## src/hdl/panel_port_pkg.sv

```systemverilog
// Constants and types for the flat-panel differential output port
package panel_port_pkg;
  localparam logic [19:0] CTRL_ADDR = 20'he_1180;
  localparam logic [31:0] CTRL_RESET = 32'h0000_0000;
  localparam logic [31:0] CTRL_WR_MASK = 32'hE1FF_07FC;
  localparam int BIT_ENABLE = 31;
  localparam int SEL_HI = 30;
  localparam int SEL_LO = 29;
  localparam int BIT_FORMAT = 24;
  localparam int BIT_HS_FLAG = 23;
  localparam int BIT_VS_FLAG = 22;
  localparam int BIT_VS_INV = 21;
  localparam int BIT_HS_INV = 20;
  localparam int BIT_DE_INV = 19;
  localparam int SEC_HI = 18;
  localparam int SEC_LO = 17;
  localparam int BIT_RSV_DUP = 16;
  localparam int BIT_PD_TRI = 10;
  localparam int PRI_HI = 9;
  localparam int PRI_LO = 8;
  localparam int MSB_HI = 7;
  localparam int MSB_LO = 6;
  localparam int SECONDARY_PAIR_CLOCK_HI = 5;
  localparam int SECONDARY_PAIR_CLOCK_LO = 4;
  localparam int SECD_HI = 3;
  localparam int SECD_LO = 2;
  localparam int BIT_DETECT = 1;
  localparam logic [1:0] SEL_RESERVED = 2'h3;
  localparam logic [1:0] SEC_NORMAL = 2'h0;
  localparam logic [1:0] SEC_FLAGS = 2'h3;
  localparam int PIX_W = 24;
  localparam int WORD_W = 27;
  localparam int FIFO_DEPTH = 8;
  localparam int SYNC_DONE = 3;

  typedef enum logic [1:0] {
    LVL_OFF = 2'b00,
    LVL_ZERO = 2'b01,
    LVL_ACTIVE = 2'b11
  } lane_level_e;

  typedef enum logic [0:0] {
    PAIR_EMPTY = 1'b0,
    PAIR_HALF = 1'b1
  } pair_state_e;
endpackage

```

## src/hdl/panel_port.sv

```systemverilog
// Panel port control: register, source capture, FIFO and lane formatting
`timescale 1ns/1ps
`default_nettype none

module pixel_fifo #(
  parameter int WIDTH = 27,
  parameter int DEPTH = 8
) (
  input wire logic clk_sys,
  input wire logic rst_n,
  input wire logic in_valid,
  output logic in_ready,
  input wire logic [WIDTH-1:0] in_data,
  output logic out_valid,
  input wire logic out_ready,
  output logic [WIDTH-1:0] out_data
);
  localparam int AW = $clog2(DEPTH);
  logic [WIDTH-1:0] mem [DEPTH];
  logic [AW:0] wr_ptr;
  logic [AW:0] rd_ptr;
  wire do_wr = in_valid && in_ready;
  wire do_rd = out_valid && out_ready;
  assign in_ready = (wr_ptr - rd_ptr) != (AW+1)'(DEPTH);
  assign out_valid = wr_ptr != rd_ptr;
  assign out_data = mem[rd_ptr[AW-1:0]];

  always_ff @(posedge clk_sys) begin
    if (do_wr) begin
      mem[wr_ptr[AW-1:0]] <= in_data;
    end
  end

  always_ff @(posedge clk_sys or negedge rst_n) begin
    if (!rst_n) begin
      wr_ptr <= '0;
      rd_ptr <= '0;
    end else begin
      if (do_wr) wr_ptr <= wr_ptr + 1'b1;
      if (do_rd) rd_ptr <= rd_ptr + 1'b1;
    end
  end
endmodule

// Notes on behaviour
// - Enable bit 31 clear keeps the port in low power, every pair off.
// - A disable fuse stops the port enabling whatever software wrote.
// - Writes are ignored while the power sequencer protects the register.
// - Select 00/01/10 takes transcoder A/B/C; 11 is reserved.
// - Bit 24 picks 18.0/24.0 formats versus 24.1 format.
// - Dual channel with extra flags: bit 23 goes on second-channel hsync.
// - Dual channel with extra flags: bit 22 goes on second-channel vsync.
// - Bit 21 set sends vertical sync active low.
// - Bit 20 set sends horizontal sync active low.
// - Bit 19 set sends the pixel-valid indicator active low.
// - Field 18:17 picks second-channel control: normal, zeros, or flags.
// - Bit 16 fills reserved bit positions with zero or a duplicate.
// - Sequencer power-down: bit 10 picks zero volts or high impedance.
// - Field 9:8 caps first channel data, clock and fourth pair.
// - Sequencer power-down forces every port signal to power-down.
// - Field 7:6 caps both fourth pairs, selecting eight-bit colour.
// - Fourth pairs need their own field and their channel field.
// - Field 5:4 caps second clock, also capped by second data field.
// - Field 3:2 caps second channel; 01 or 11 means dual channel.
// - Read-only bit 1 reports the management data line caught at boot.
module panel_port (
  input wire logic clk_sys,
  input wire logic rst_n,
  input wire logic reg_wr,
  input wire logic reg_rd,
  input wire logic [19:0] reg_addr,
  input wire logic [31:0] reg_wdata,
  output logic [31:0] reg_rdata,
  input wire logic panel_power_on,
  input wire logic seq_write_protect,
  input wire logic port_fuse_disable,
  input wire logic mgmt_data_boot,
  input wire logic pix_clk,
  input wire logic [panel_port_pkg::PIX_W-1:0] src_a_rgb,
  input wire logic src_a_hs,
  input wire logic src_a_vs,
  input wire logic src_a_de,
  input wire logic [panel_port_pkg::PIX_W-1:0] src_b_rgb,
  input wire logic src_b_hs,
  input wire logic src_b_vs,
  input wire logic src_b_de,
  input wire logic [panel_port_pkg::PIX_W-1:0] src_c_rgb,
  input wire logic src_c_hs,
  input wire logic src_c_vs,
  input wire logic src_c_de,
  output logic pix_accept,
  input wire logic out_ready,
  output logic out_valid,
  output logic [17:0] a_rgb,
  output logic [5:0] a_msb,
  output logic [2:0] a_ctl,
  output logic a_rsv,
  output logic [17:0] b_rgb,
  output logic [5:0] b_msb,
  output logic [2:0] b_ctl,
  output logic b_rsv,
  output panel_port_pkg::lane_level_e a_level,
  output panel_port_pkg::lane_level_e a3_level,
  output panel_port_pkg::lane_level_e b_level,
  output panel_port_pkg::lane_level_e b3_level,
  output panel_port_pkg::lane_level_e secondary_pair_clock_level,
  output logic buf_oe
);
  import panel_port_pkg::*;

  function automatic lane_level_e to_level(input logic [1:0] f);
    to_level = (f == 2'b01) ? LVL_ZERO : (f == 2'b11) ? LVL_ACTIVE : LVL_OFF;
  endfunction

  function automatic lane_level_e lower(input lane_level_e x,
                                        input lane_level_e y);
    lower = (x == LVL_OFF || y == LVL_OFF) ? LVL_OFF :
            (x == LVL_ZERO || y == LVL_ZERO) ? LVL_ZERO : LVL_ACTIVE;
  endfunction

  // Packs {rsv, msb, rgb}; control bits are handled per channel
  function automatic logic [24:0] lanes(input logic [PIX_W-1:0] p,
                                        input logic fmt, input logic dup,
                                        input lane_level_e ld,
                                        input lane_level_e lm);
    logic [17:0] lo;
    logic [5:0] hi;
    lo = fmt ? {p[23:18], p[15:10], p[7:2]} : {p[21:16], p[13:8], p[5:0]};
    hi = fmt ? {p[17:16], p[9:8], p[1:0]} : {p[23:22], p[15:14], p[7:6]};
    if (ld != LVL_ACTIVE) lo = '0;
    if (lm != LVL_ACTIVE) hi = '0;
    lanes = {dup & hi[0], hi, lo};
  endfunction

  logic [31:0] ctrl;
  logic [2:0] ctl_sync1;
  logic [2:0] ctl_sync2;
  logic [WORD_W-1:0] src_sync1 [3];
  logic [WORD_W-1:0] src_sync2 [3];
  logic [1:0] pclk_sync;
  logic pclk_prev;
  logic mgmt_sync1;
  logic mgmt_sync2;
  logic detected;
  logic [1:0] boot_cnt;
  logic [WORD_W-1:0] first_word;
  pair_state_e pair_state;
  pair_state_e next_pair_state;

  wire panel_on_s = ctl_sync2[0];
  wire protect_s = ctl_sync2[1];
  wire fuse_s = ctl_sync2[2];
  wire addr_hit = reg_addr == CTRL_ADDR;
  wire wr_ok = reg_wr && addr_hit && !protect_s;
  wire [31:0] rd_word = addr_hit ?
      ((ctrl & CTRL_WR_MASK) | (32'(detected) << BIT_DETECT)) : '0;
  wire [1:0] sel = ctrl[SEL_HI:SEL_LO];
  wire [1:0] sec_ctl = ctrl[SEC_HI:SEC_LO];
  wire fmt = ctrl[BIT_FORMAT];
  wire dup = ctrl[BIT_RSV_DUP];
  wire port_en = ctrl[BIT_ENABLE] && !fuse_s;
  wire port_on = port_en && panel_on_s;

  // Joint lane caps, lower level wins
  wire lane_level_e lvl_a = port_on ? to_level(ctrl[PRI_HI:PRI_LO]) :
                                      LVL_OFF;
  wire lane_level_e lvl_b = port_on ? to_level(ctrl[SECD_HI:SECD_LO]) :
                                      LVL_OFF;
  wire lane_level_e lvl_m = to_level(ctrl[MSB_HI:MSB_LO]);
  wire lane_level_e lvl_a3 = lower(lvl_m, lvl_a);
  wire lane_level_e lvl_b3 = lower(lvl_m, lvl_b);
  wire lane_level_e lvl_cb =
      lower(to_level(ctrl[SECONDARY_PAIR_CLOCK_HI:SECONDARY_PAIR_CLOCK_LO]), lvl_b);
  wire dual = lvl_b != LVL_OFF;

  // Sample on the falling pixel edge, half a period after data launch
  wire pclk_fall = pclk_prev && !pclk_sync[1];
  wire push = pclk_fall && port_en && sel != SEL_RESERVED;
  wire [WORD_W-1:0] src_word = src_sync2[sel];
  wire fifo_valid;
  wire [WORD_W-1:0] fifo_data;
  wire emit_single = !dual && out_ready;
  wire emit_pair = dual && pair_state == PAIR_HALF && out_ready;
  wire take_first = dual && pair_state == PAIR_EMPTY;
  wire pop = fifo_valid && (!port_on || emit_single || emit_pair ||
                            take_first);
  wire emit = fifo_valid && port_on && (emit_single || emit_pair);
  wire [WORD_W-1:0] word_a = emit_pair ? first_word : fifo_data;

  wire [2:0] pol = {ctrl[BIT_DE_INV], ctrl[BIT_VS_INV],
                    ctrl[BIT_HS_INV]};
  wire [2:0] ctl_a = (lvl_a == LVL_OFF) ? 3'h0 :
                     word_a[WORD_W-1:PIX_W] ^ pol;
  wire [2:0] ctl_b_norm = fifo_data[WORD_W-1:PIX_W] ^ pol;
  wire [2:0] ctl_b = (lvl_b == LVL_OFF) ? 3'h0 :
                     (sec_ctl == SEC_NORMAL) ? ctl_b_norm :
                     (sec_ctl == SEC_FLAGS) ?
                     {1'b0, ctrl[BIT_VS_FLAG], ctrl[BIT_HS_FLAG]} :
                     3'h0;
  wire [24:0] lanes_a = lanes(word_a[PIX_W-1:0], fmt, dup, lvl_a,
                              lvl_a3);
  wire [24:0] lanes_b = dual ? lanes(fifo_data[PIX_W-1:0], fmt, dup,
                                     lvl_b, lvl_b3) : '0;

  always_comb begin
    next_pair_state = pair_state;
    case (pair_state)
      PAIR_EMPTY: begin
        if (pop && take_first && port_on) next_pair_state = PAIR_HALF;
      end
      PAIR_HALF: begin
        if (!port_on || !dual || (pop && emit_pair)) begin
          next_pair_state = PAIR_EMPTY;
        end
      end
      default: next_pair_state = PAIR_EMPTY;
    endcase
  end

  pixel_fifo #(
    .WIDTH(WORD_W),
    .DEPTH(FIFO_DEPTH)
  ) u_fifo (
    .clk_sys(clk_sys),
    .rst_n(rst_n),
    .in_valid(push),
    .in_ready(pix_accept),
    .in_data(src_word),
    .out_valid(fifo_valid),
    .out_ready(pop),
    .out_data(fifo_data)
  );

  always_ff @(posedge clk_sys or negedge rst_n) begin
    if (!rst_n) begin
      ctl_sync1 <= '0;
      ctl_sync2 <= '0;
      pclk_sync <= '0;
      pclk_prev <= 1'b0;
      mgmt_sync1 <= 1'b0;
      mgmt_sync2 <= 1'b0;
      for (int i = 0; i < 3; i++) begin
        src_sync1[i] <= '0;
        src_sync2[i] <= '0;
      end
    end else begin
      ctl_sync1 <= {port_fuse_disable, seq_write_protect, panel_power_on};
      ctl_sync2 <= ctl_sync1;
      pclk_sync <= {pclk_sync[0], pix_clk};
      pclk_prev <= pclk_sync[1];
      mgmt_sync1 <= mgmt_data_boot;
      mgmt_sync2 <= mgmt_sync1;
      src_sync1[0] <= {src_a_de, src_a_vs, src_a_hs, src_a_rgb};
      src_sync1[1] <= {src_b_de, src_b_vs, src_b_hs, src_b_rgb};
      src_sync1[2] <= {src_c_de, src_c_vs, src_c_hs, src_c_rgb};
      for (int i = 0; i < 3; i++) src_sync2[i] <= src_sync1[i];
    end
  end

  // Detect level is caught once, after the synchroniser has filled
  always_ff @(posedge clk_sys or negedge rst_n) begin
    if (!rst_n) begin
      boot_cnt <= '0;
      detected <= 1'b0;
    end else if (boot_cnt != 2'(SYNC_DONE)) begin
      boot_cnt <= boot_cnt + 1'b1;
      if (boot_cnt == 2'(SYNC_DONE - 1)) detected <= mgmt_sync2;
    end
  end

  always_ff @(posedge clk_sys or negedge rst_n) begin
    if (!rst_n) begin
      ctrl <= CTRL_RESET;
      reg_rdata <= '0;
    end else begin
      if (wr_ok) ctrl <= reg_wdata & CTRL_WR_MASK;
      if (reg_rd) reg_rdata <= rd_word;
    end
  end

  always_ff @(posedge clk_sys or negedge rst_n) begin
    if (!rst_n) begin
      pair_state <= PAIR_EMPTY;
      first_word <= '0;
      out_valid <= 1'b0;
      {a_rsv, a_msb, a_rgb} <= '0;
      {b_rsv, b_msb, b_rgb} <= '0;
      a_ctl <= '0;
      b_ctl <= '0;
    end else begin
      pair_state <= next_pair_state;
      out_valid <= emit;
      if (pop && take_first) first_word <= fifo_data;
      if (emit) begin
        {a_rsv, a_msb, a_rgb} <= lanes_a;
        {b_rsv, b_msb, b_rgb} <= lanes_b;
        a_ctl <= ctl_a;
        b_ctl <= ctl_b;
      end
    end
  end

  always_ff @(posedge clk_sys or negedge rst_n) begin
    if (!rst_n) begin
      a_level <= LVL_OFF;
      a3_level <= LVL_OFF;
      b_level <= LVL_OFF;
      b3_level <= LVL_OFF;
      secondary_pair_clock_level <= LVL_OFF;
      buf_oe <= 1'b1;
    end else begin
      a_level <= lvl_a;
      a3_level <= lvl_a3;
      b_level <= lvl_b;
      b3_level <= lvl_b3;
      secondary_pair_clock_level <= lvl_cb;
      buf_oe <= port_on || !ctrl[BIT_PD_TRI];
    end
  end
endmodule

`default_nettype wire

```

## config.mk

```make
export PLATFORM = sky130hd
export DESIGN_NAME = panel_port
export DESIGN_NICKNAME = d
export VERILOG_FILES = /design/src/hdl/panel_port_pkg.sv /design/src/hdl/panel_port.sv
export SDC_FILE = /design/constraint.sdc
export NUM_CORES = 1
export LEC_CHECK = 0
export BUFFER_PORTS_ARGS = -buffer_cell sky130_fd_sc_hd__clkbuf_2
export CORE_MARGIN = 2
export CORE_UTILIZATION = 50
export DETAILED_ROUTE_END_ITERATION = 12
export MAX_ROUTING_LAYER = met4
export PLACE_DENSITY = 0.73
export SYNTH_ARGS = -nofsm -noshare
export SYNTH_HDL_FRONTEND = slang
export SYNTH_HIERARCHICAL = 1
export SYNTH_SLANG_ARGS = --single-unit
```

## constraint.sdc

```tcl
create_clock -name clk_sys -period 4 [get_ports clk_sys]
set_clock_uncertainty 0.05 [all_clocks]
set_input_delay 0.4 -clock clk_sys [delete_from_list [all_inputs] [get_ports clk_sys]]
set_output_delay 0.4 -clock clk_sys [all_outputs]
set_load 0.1 [all_outputs]
```

# Word level (Yosys, flattened, before mapping)

Memory sizes are Yosys's and may differ from the RTL's.
Index checks and enable logic that the tools add are counted.

Flip-flop bits (word level): 333
RAM bits: 216
Input port bits: 143
Output and inout bits: 101
Logic and storage cells: 155
Memories: 1

Memory list:

| name       | depth | width | read ports | clocked after memory_dff | wr ports | line             | text |
|---|---|---|---|---|---|---|---|
| u_fifo.mem | 8     | 27    | 1          | 0                        | 1        | panel_port.sv:19 | `logic [WIDTH-1:0] mem [DEPTH];` |

$add $sub $neg: 4
Order comparisons: 1
Equal/unequal tests: 23
Muxes and demuxes: 39
Bitwise gates (word level): 7
Reductions and logical operators: 45

Operator list:

| kind                   | number |
|---|---|
| $mux W27               | 3 |
| $mux W18               | 4 |
| $bmux W27 S2           | 1 |
| $mux W2                | 17 |
| $mux W32               | 1 |
| $or A32 B2 Y32         | 1 |
| $mux W25               | 1 |
| $mux W6                | 4 |
| $eq A20 B20 Y1 const B | 1 |
| $logic_and A1 B1 Y1    | 19 |
| $eq A2 B1 Y1 const B   | 8 |
| $logic_or A1 B1 Y1     | 13 |
| $eq A2 B2 Y1 const B   | 6 |
| $ne A2 B2 Y1 const B   | 6 |
| $logic_not A2 Y1       | 5 |
| $mux W3                | 3 |
| $add A4 B1 Y4 const B  | 2 |
| $logic_not A1 Y1       | 6 |
| $xor A3 B3 Y3          | 2 |
| $mux W1                | 4 |
| $ne A4 B4 Y1           | 1 |
| $ne A4 B4 Y1 const B   | 1 |
| $sub A4 B4 Y4          | 1 |
| $ge A3 B3 Y1 const B   | 1 |
| other kinds (7)        | 8 |

# Longest topological paths before layout

Depth after elaboration: 15
Mapped depth: 12

# Modules after synthesis

The synthesis kept the hierarchy.

By module, submodules not included:

| module     | instances | cells each | area each (um^2) | sequential area each (um^2) |
|---|---|---|---|---|
| panel_port | 1         | 720        | 11,313.4         | 7,883.8 |
| pixel_fifo | 1         | 426        | 8,655.8          | 6,686.4 |

# Worst setup path before layout

Ideal clock, no wire load.

Path type: register to register
Start point: register u_fifo.rd_ptr[1]
End point: memory u_fifo.mem[0][0], enable pin
Setup time: 0.445 ns
Arrival time: 3.702 ns
Required time: 3.505 ns
Path slack: -0.197 ns
Cell stages (with the launch flop): 9
Cells stage by stage: dfrtp_1 > buf_2 > buf_1 > inv_1 > ha_1 > nand2b_1 > a211o_1 > nand4_1 > nor3_1

Cells in the longest elaborated chain, start to end: 5

Ends and longest elaborated chain:

| element                       | line             | text |
|---|---|---|
| start, declared               | panel_port.sv:21 | `logic [AW:0] rd_ptr;` |
| start signal, assigned        | panel_port.sv:40 | `if (do_rd) rd_ptr <= rd_ptr + 1'b1;` |
| $sub A4 B4 Y4                 | panel_port.sv:24 | `assign in_ready = (wr_ptr - rd_ptr) != (AW+1)'(DEPTH);` |
| $ne A4 B4 Y1                  | panel_port.sv:24 |  |
| $logic_and A1 B1 Y1           | panel_port.sv:22 | `wire do_wr = in_valid && in_ready;` |
| $mux W1                       | panel_port.sv:29 | `if (do_wr) begin` |
| $mux W1 (implied by the code) | panel_port.sv:30 | `mem[wr_ptr[AW-1:0]] <= in_data;` |
| end, declared                 | panel_port.sv:19 |  |

Every way passes these cells.

# Worst setup path in the final report

Start point: register u_fifo.wr_ptr[1]
End point: output pix_accept

Cells in the longest elaborated chain, start to end: 2

Ends and longest elaborated chain:

| element                | line             | text |
|---|---|---|
| start, declared        | panel_port.sv:20 | `logic [AW:0] wr_ptr;` |
| start signal, assigned | panel_port.sv:39 | `if (do_wr) wr_ptr <= wr_ptr + 1'b1;` |
| $sub A4 B4 Y4          | panel_port.sv:24 |  |
| $ne A4 B4 Y1           | panel_port.sv:24 |  |
| end, declared          | panel_port.sv:91 | `output logic pix_accept,` |

Every way passes these cells.

==> impl_metrics.json <==
{
  "drc": 0,
  "worst_pin_slew_ns": 1.24,
  "setup_viol": 0,
  "core_um2": 39500,
  "yosys_warnings": 6,
  "num-fill-cells": 2790,
  "wirelength_um": 39400,
  "fmax_mhz": 334,
  "async_flop_share": 0.599,
  "critical_path_required_ns": 3.55,
  "cts_tree": "yes",
  "cts_repair_resize_count": 0,
  "die_h_um": 204,
  "start_util": 0.505,
  "grt_overflow": 0,
  "final_cell_mix": "318 x dfrtp_1, 221 x clkbuf_2, 216 x edfxtp_1",
  "grt_pass1_wl_um": 63000,
  "switching_power_w": 0.00227,
  "cp-start-kind": "register",
  "drt_iter0_markers": 603,
  "portBuffers": 222,
  "synthToLayoutAreaGrowth_pct": 23.3,
  "finalWeightedCongestion": 0.770,
  "crit_type": "reg2out",
  "yosys.area_share.xor_xnor": 0.00595,
  "drt-pass1-iter-count": 5,
  "regArea_um2": 14600,
  "die_w_um": 204,
  "dp_hpwl_um": 23800,
  "maxSlewViolCount": 0,
  "seqPwrFrac": 0.521,
  "root_buffer": "clkbuf_16",
  "yosys.area_share.simple": 0.0508,
  "fin_crit_ns": 3.00,
  "maxCapViolCount": 0,
  "antenna_left": 0,
  "synth_top_flop_cell": "dfrtp_1",
  "grt_pass1_vias": 11387,
  "multiInputGateArea_um2": 5050,
  "grt_use_total": 0.204,
  "wl_per_cell_um": 19.0,
  "vdd_drop_max_uv": 478,
  "status": "completed",
  "antenna_found_initial": 0,
  "yosysSeqAreaShare": 0.730,
  "critPathArrivalTime_ns": 2.55,
  "power_density_nw_per_um2": 458,
  "post-route-period-util": 0.750,
  "synthAdderAreaFrac": 0.00439,
  "vias_per_cell": 5.29,
  "grt_max_degree": 133,
  "clk_pin_slew_ns": 0.06,
  "fin_setup_tns_ns": 0,
  "nNetsFinal": 1654,
  "synth_cells": 1146,
  "diodes": 0,
  "final_layout_size_suffix_gt1_frac": 0.315,
  "post-cts-setup-buffers": 0,
  "grt_setup_unrepaired": "no",
  "insertion_delay_ns": 0.60,
  "synthMuxAreaShare": 0.145,
  "crit_fanout": 8,
  "synth_compound_area_frac": 0.0420,
  "cts_max_path_buffers": 3,
  "die-area_um2": 41600,
  "ioPinCount": 244,
  "netlist_area_um2": 20000,
  "synth-seq-cells": 539,
  "intPower_w": 0.00900,
  "fin_total_pwr_w": 0.0113,
  "relSlewSlack": 0.163,
  "hold_violations": 0,
  "cts_hold_buffers": 108,
  "cts.sinks": 539,
  "avgSynthCellArea_um2": 17.4,
  "rows": 73,
  "worst_hold_path_type": "in2reg",
  "htree_levels": 2,
  "route.vias.total": 10967,
  "synth-edff-count": 216,
  "ys_types": 60,
  "power.share.switching": 0.202,
  "cts_inserted_buffers": 52,
  "final_common_cell": "dfrtp_1",
  "p_clk_frac": 0.452,
  "cp-end-kind": "output pin",
  "synth_top_family_by_area": "multiplexers",
  "total_leakage_power_nw": 10.2,
  "share_comb_of_total_power": 0.028
}
[worst max-delay path, cell delays in order (launching register included)]
cell	delay, ns
dfrtp_1	0.51
ha_1	0.41
nand2b_1	0.18
a21oi_1	0.09
a32o_1	0.21
nand3_1	0.07
clkbuf_2	0.46
[synth_stat cells, types with 4 or more instances]
master,n,area (um2)
o21ai_1,10,50.1
a22o_1,38,333
nand4_1,6,37.5
o21ai_0,47,235
and2_1,7,43.8
mux2i_1,51,510
mux2_2,50,563
nand2_1,144,541
inv_1,8,30.0
nor2_1,10,37.5
a211o_1,4,35.0
nand3_1,9,45.0
buf_1,4,15.0
and4_1,4,35.0
mux4_1,14,368
clkbuf_1,18,67.6
nor3_1,5,25.0
ha_1,7,87.6
mux4_2,64,1440
buf_2,17,85.1
edfxtp_1,216,6490
a22o_2,8,80.1
buf_4,22,165
dfrtp_1,322,8060
xnor2_1,11,96.3
[power by group through the flow]
stage	registers, W	logic (W)	clock network (W)
CTS	0.00587	0.000314	0.00519
finish	0.00587	0.000311	0.00509
global route	0.00587	0.000348	0.00542
global placement	0.00597	0.000223	0
detailed placement	0.00598	0.000231	0
floorplan	0.00597	0.0000811	0
[kinds of logic after synthesis]
kind of cell | Yosys count
and+or+nand+nor | 212
DFF | 539
xor gates and xnor gates | 12
buffers and inverters | 75
muxes | 180
AOI/OAI and AO/OA | 120
adders and majority gates | 7
other | 1
[through the flow]
stage          hold slack (ns)   util  setup WS (ns)  cell area, um2  cells
2_1_floorplan           0.0544      -          0.517           20000   1155
3_3_place_gp             0.284  0.549           1.26           21700   1867
3_5_place_dp             0.285  0.549           1.21           21700   1867
4_1_cts                 0.0753  0.622          0.965           24600   2073
5_1_grt                  0.109  0.622          0.883           24600   2073
6_report                 0.115  0.622           1.00           24600   2073
[routing by layer]
metal  share of wire  vias to the layer above  global-route usage
met5               0                        -                   -
met4           0.025                        0              0.0670
met3           0.054                       74              0.0313
met2            0.48                      321               0.322
met1            0.44                     5588               0.275
li1                -                     4984                   -
[path summary, 6_finish.rpt]
path                                              start                     endpoint  slack (ns)  depth (start not counted)
setup / recovery           u_fifo/wr_ptr[1]$_DFFE_PN0P_                   pix_accept        1.00                          6
hold / removal                                out_ready         pair_state$_DFF_PN0_        0.12                          4
setup reg to reg                   ctrl[31]$_DFFE_PN0P_  u_fifo/mem[6][17]$_DFFE_PP_        1.18                          5
hold reg to reg                 src_sync1[57]$_DFF_PN0_      src_sync2[57]$_DFF_PN0_        0.30                          0
max in group asynchronous                         rst_n          ctrl[6]$_DFFE_PN0P_        2.31                          4
min in group asynchronous                         rst_n        a_rgb[16]$_DFFE_PN0P_        0.47                          2
[registers in the layout, indices dropped and copies added, names as in the netlist, 3 cells and up]
| signal | flops |
|---|---|
| u_fifo/mem | 216 |
| src_sync1 | 81 |
| src_sync2 | 81 |
| first_word | 27 |
| reg_rdata | 22 |
| ctrl | 21 |
| a_rgb | 18 |
| b_rgb | 18 |
| a_msb | 6 |
| b_msb | 6 |
| u_fifo/rd_ptr | 4 |
| u_fifo/wr_ptr | 4 |
| a_ctl | 3 |
| b_ctl | 3 |
| ctl_sync1 | 3 |
| ctl_sync2 | 3 |
[layout make-up]
cell class | instances | share of cell area
clock inverters | 26 | 0.0134
multi-input cells | 541 | 0.205
inverters | 10 | 0.00173
clock buffers | 72 | 0.0605
flip-flops and latches | 539 | 0.592
well taps | 525 | 0.0267
repair buffers | 360 | 0.100
Power figures use the tool's default switching activity.
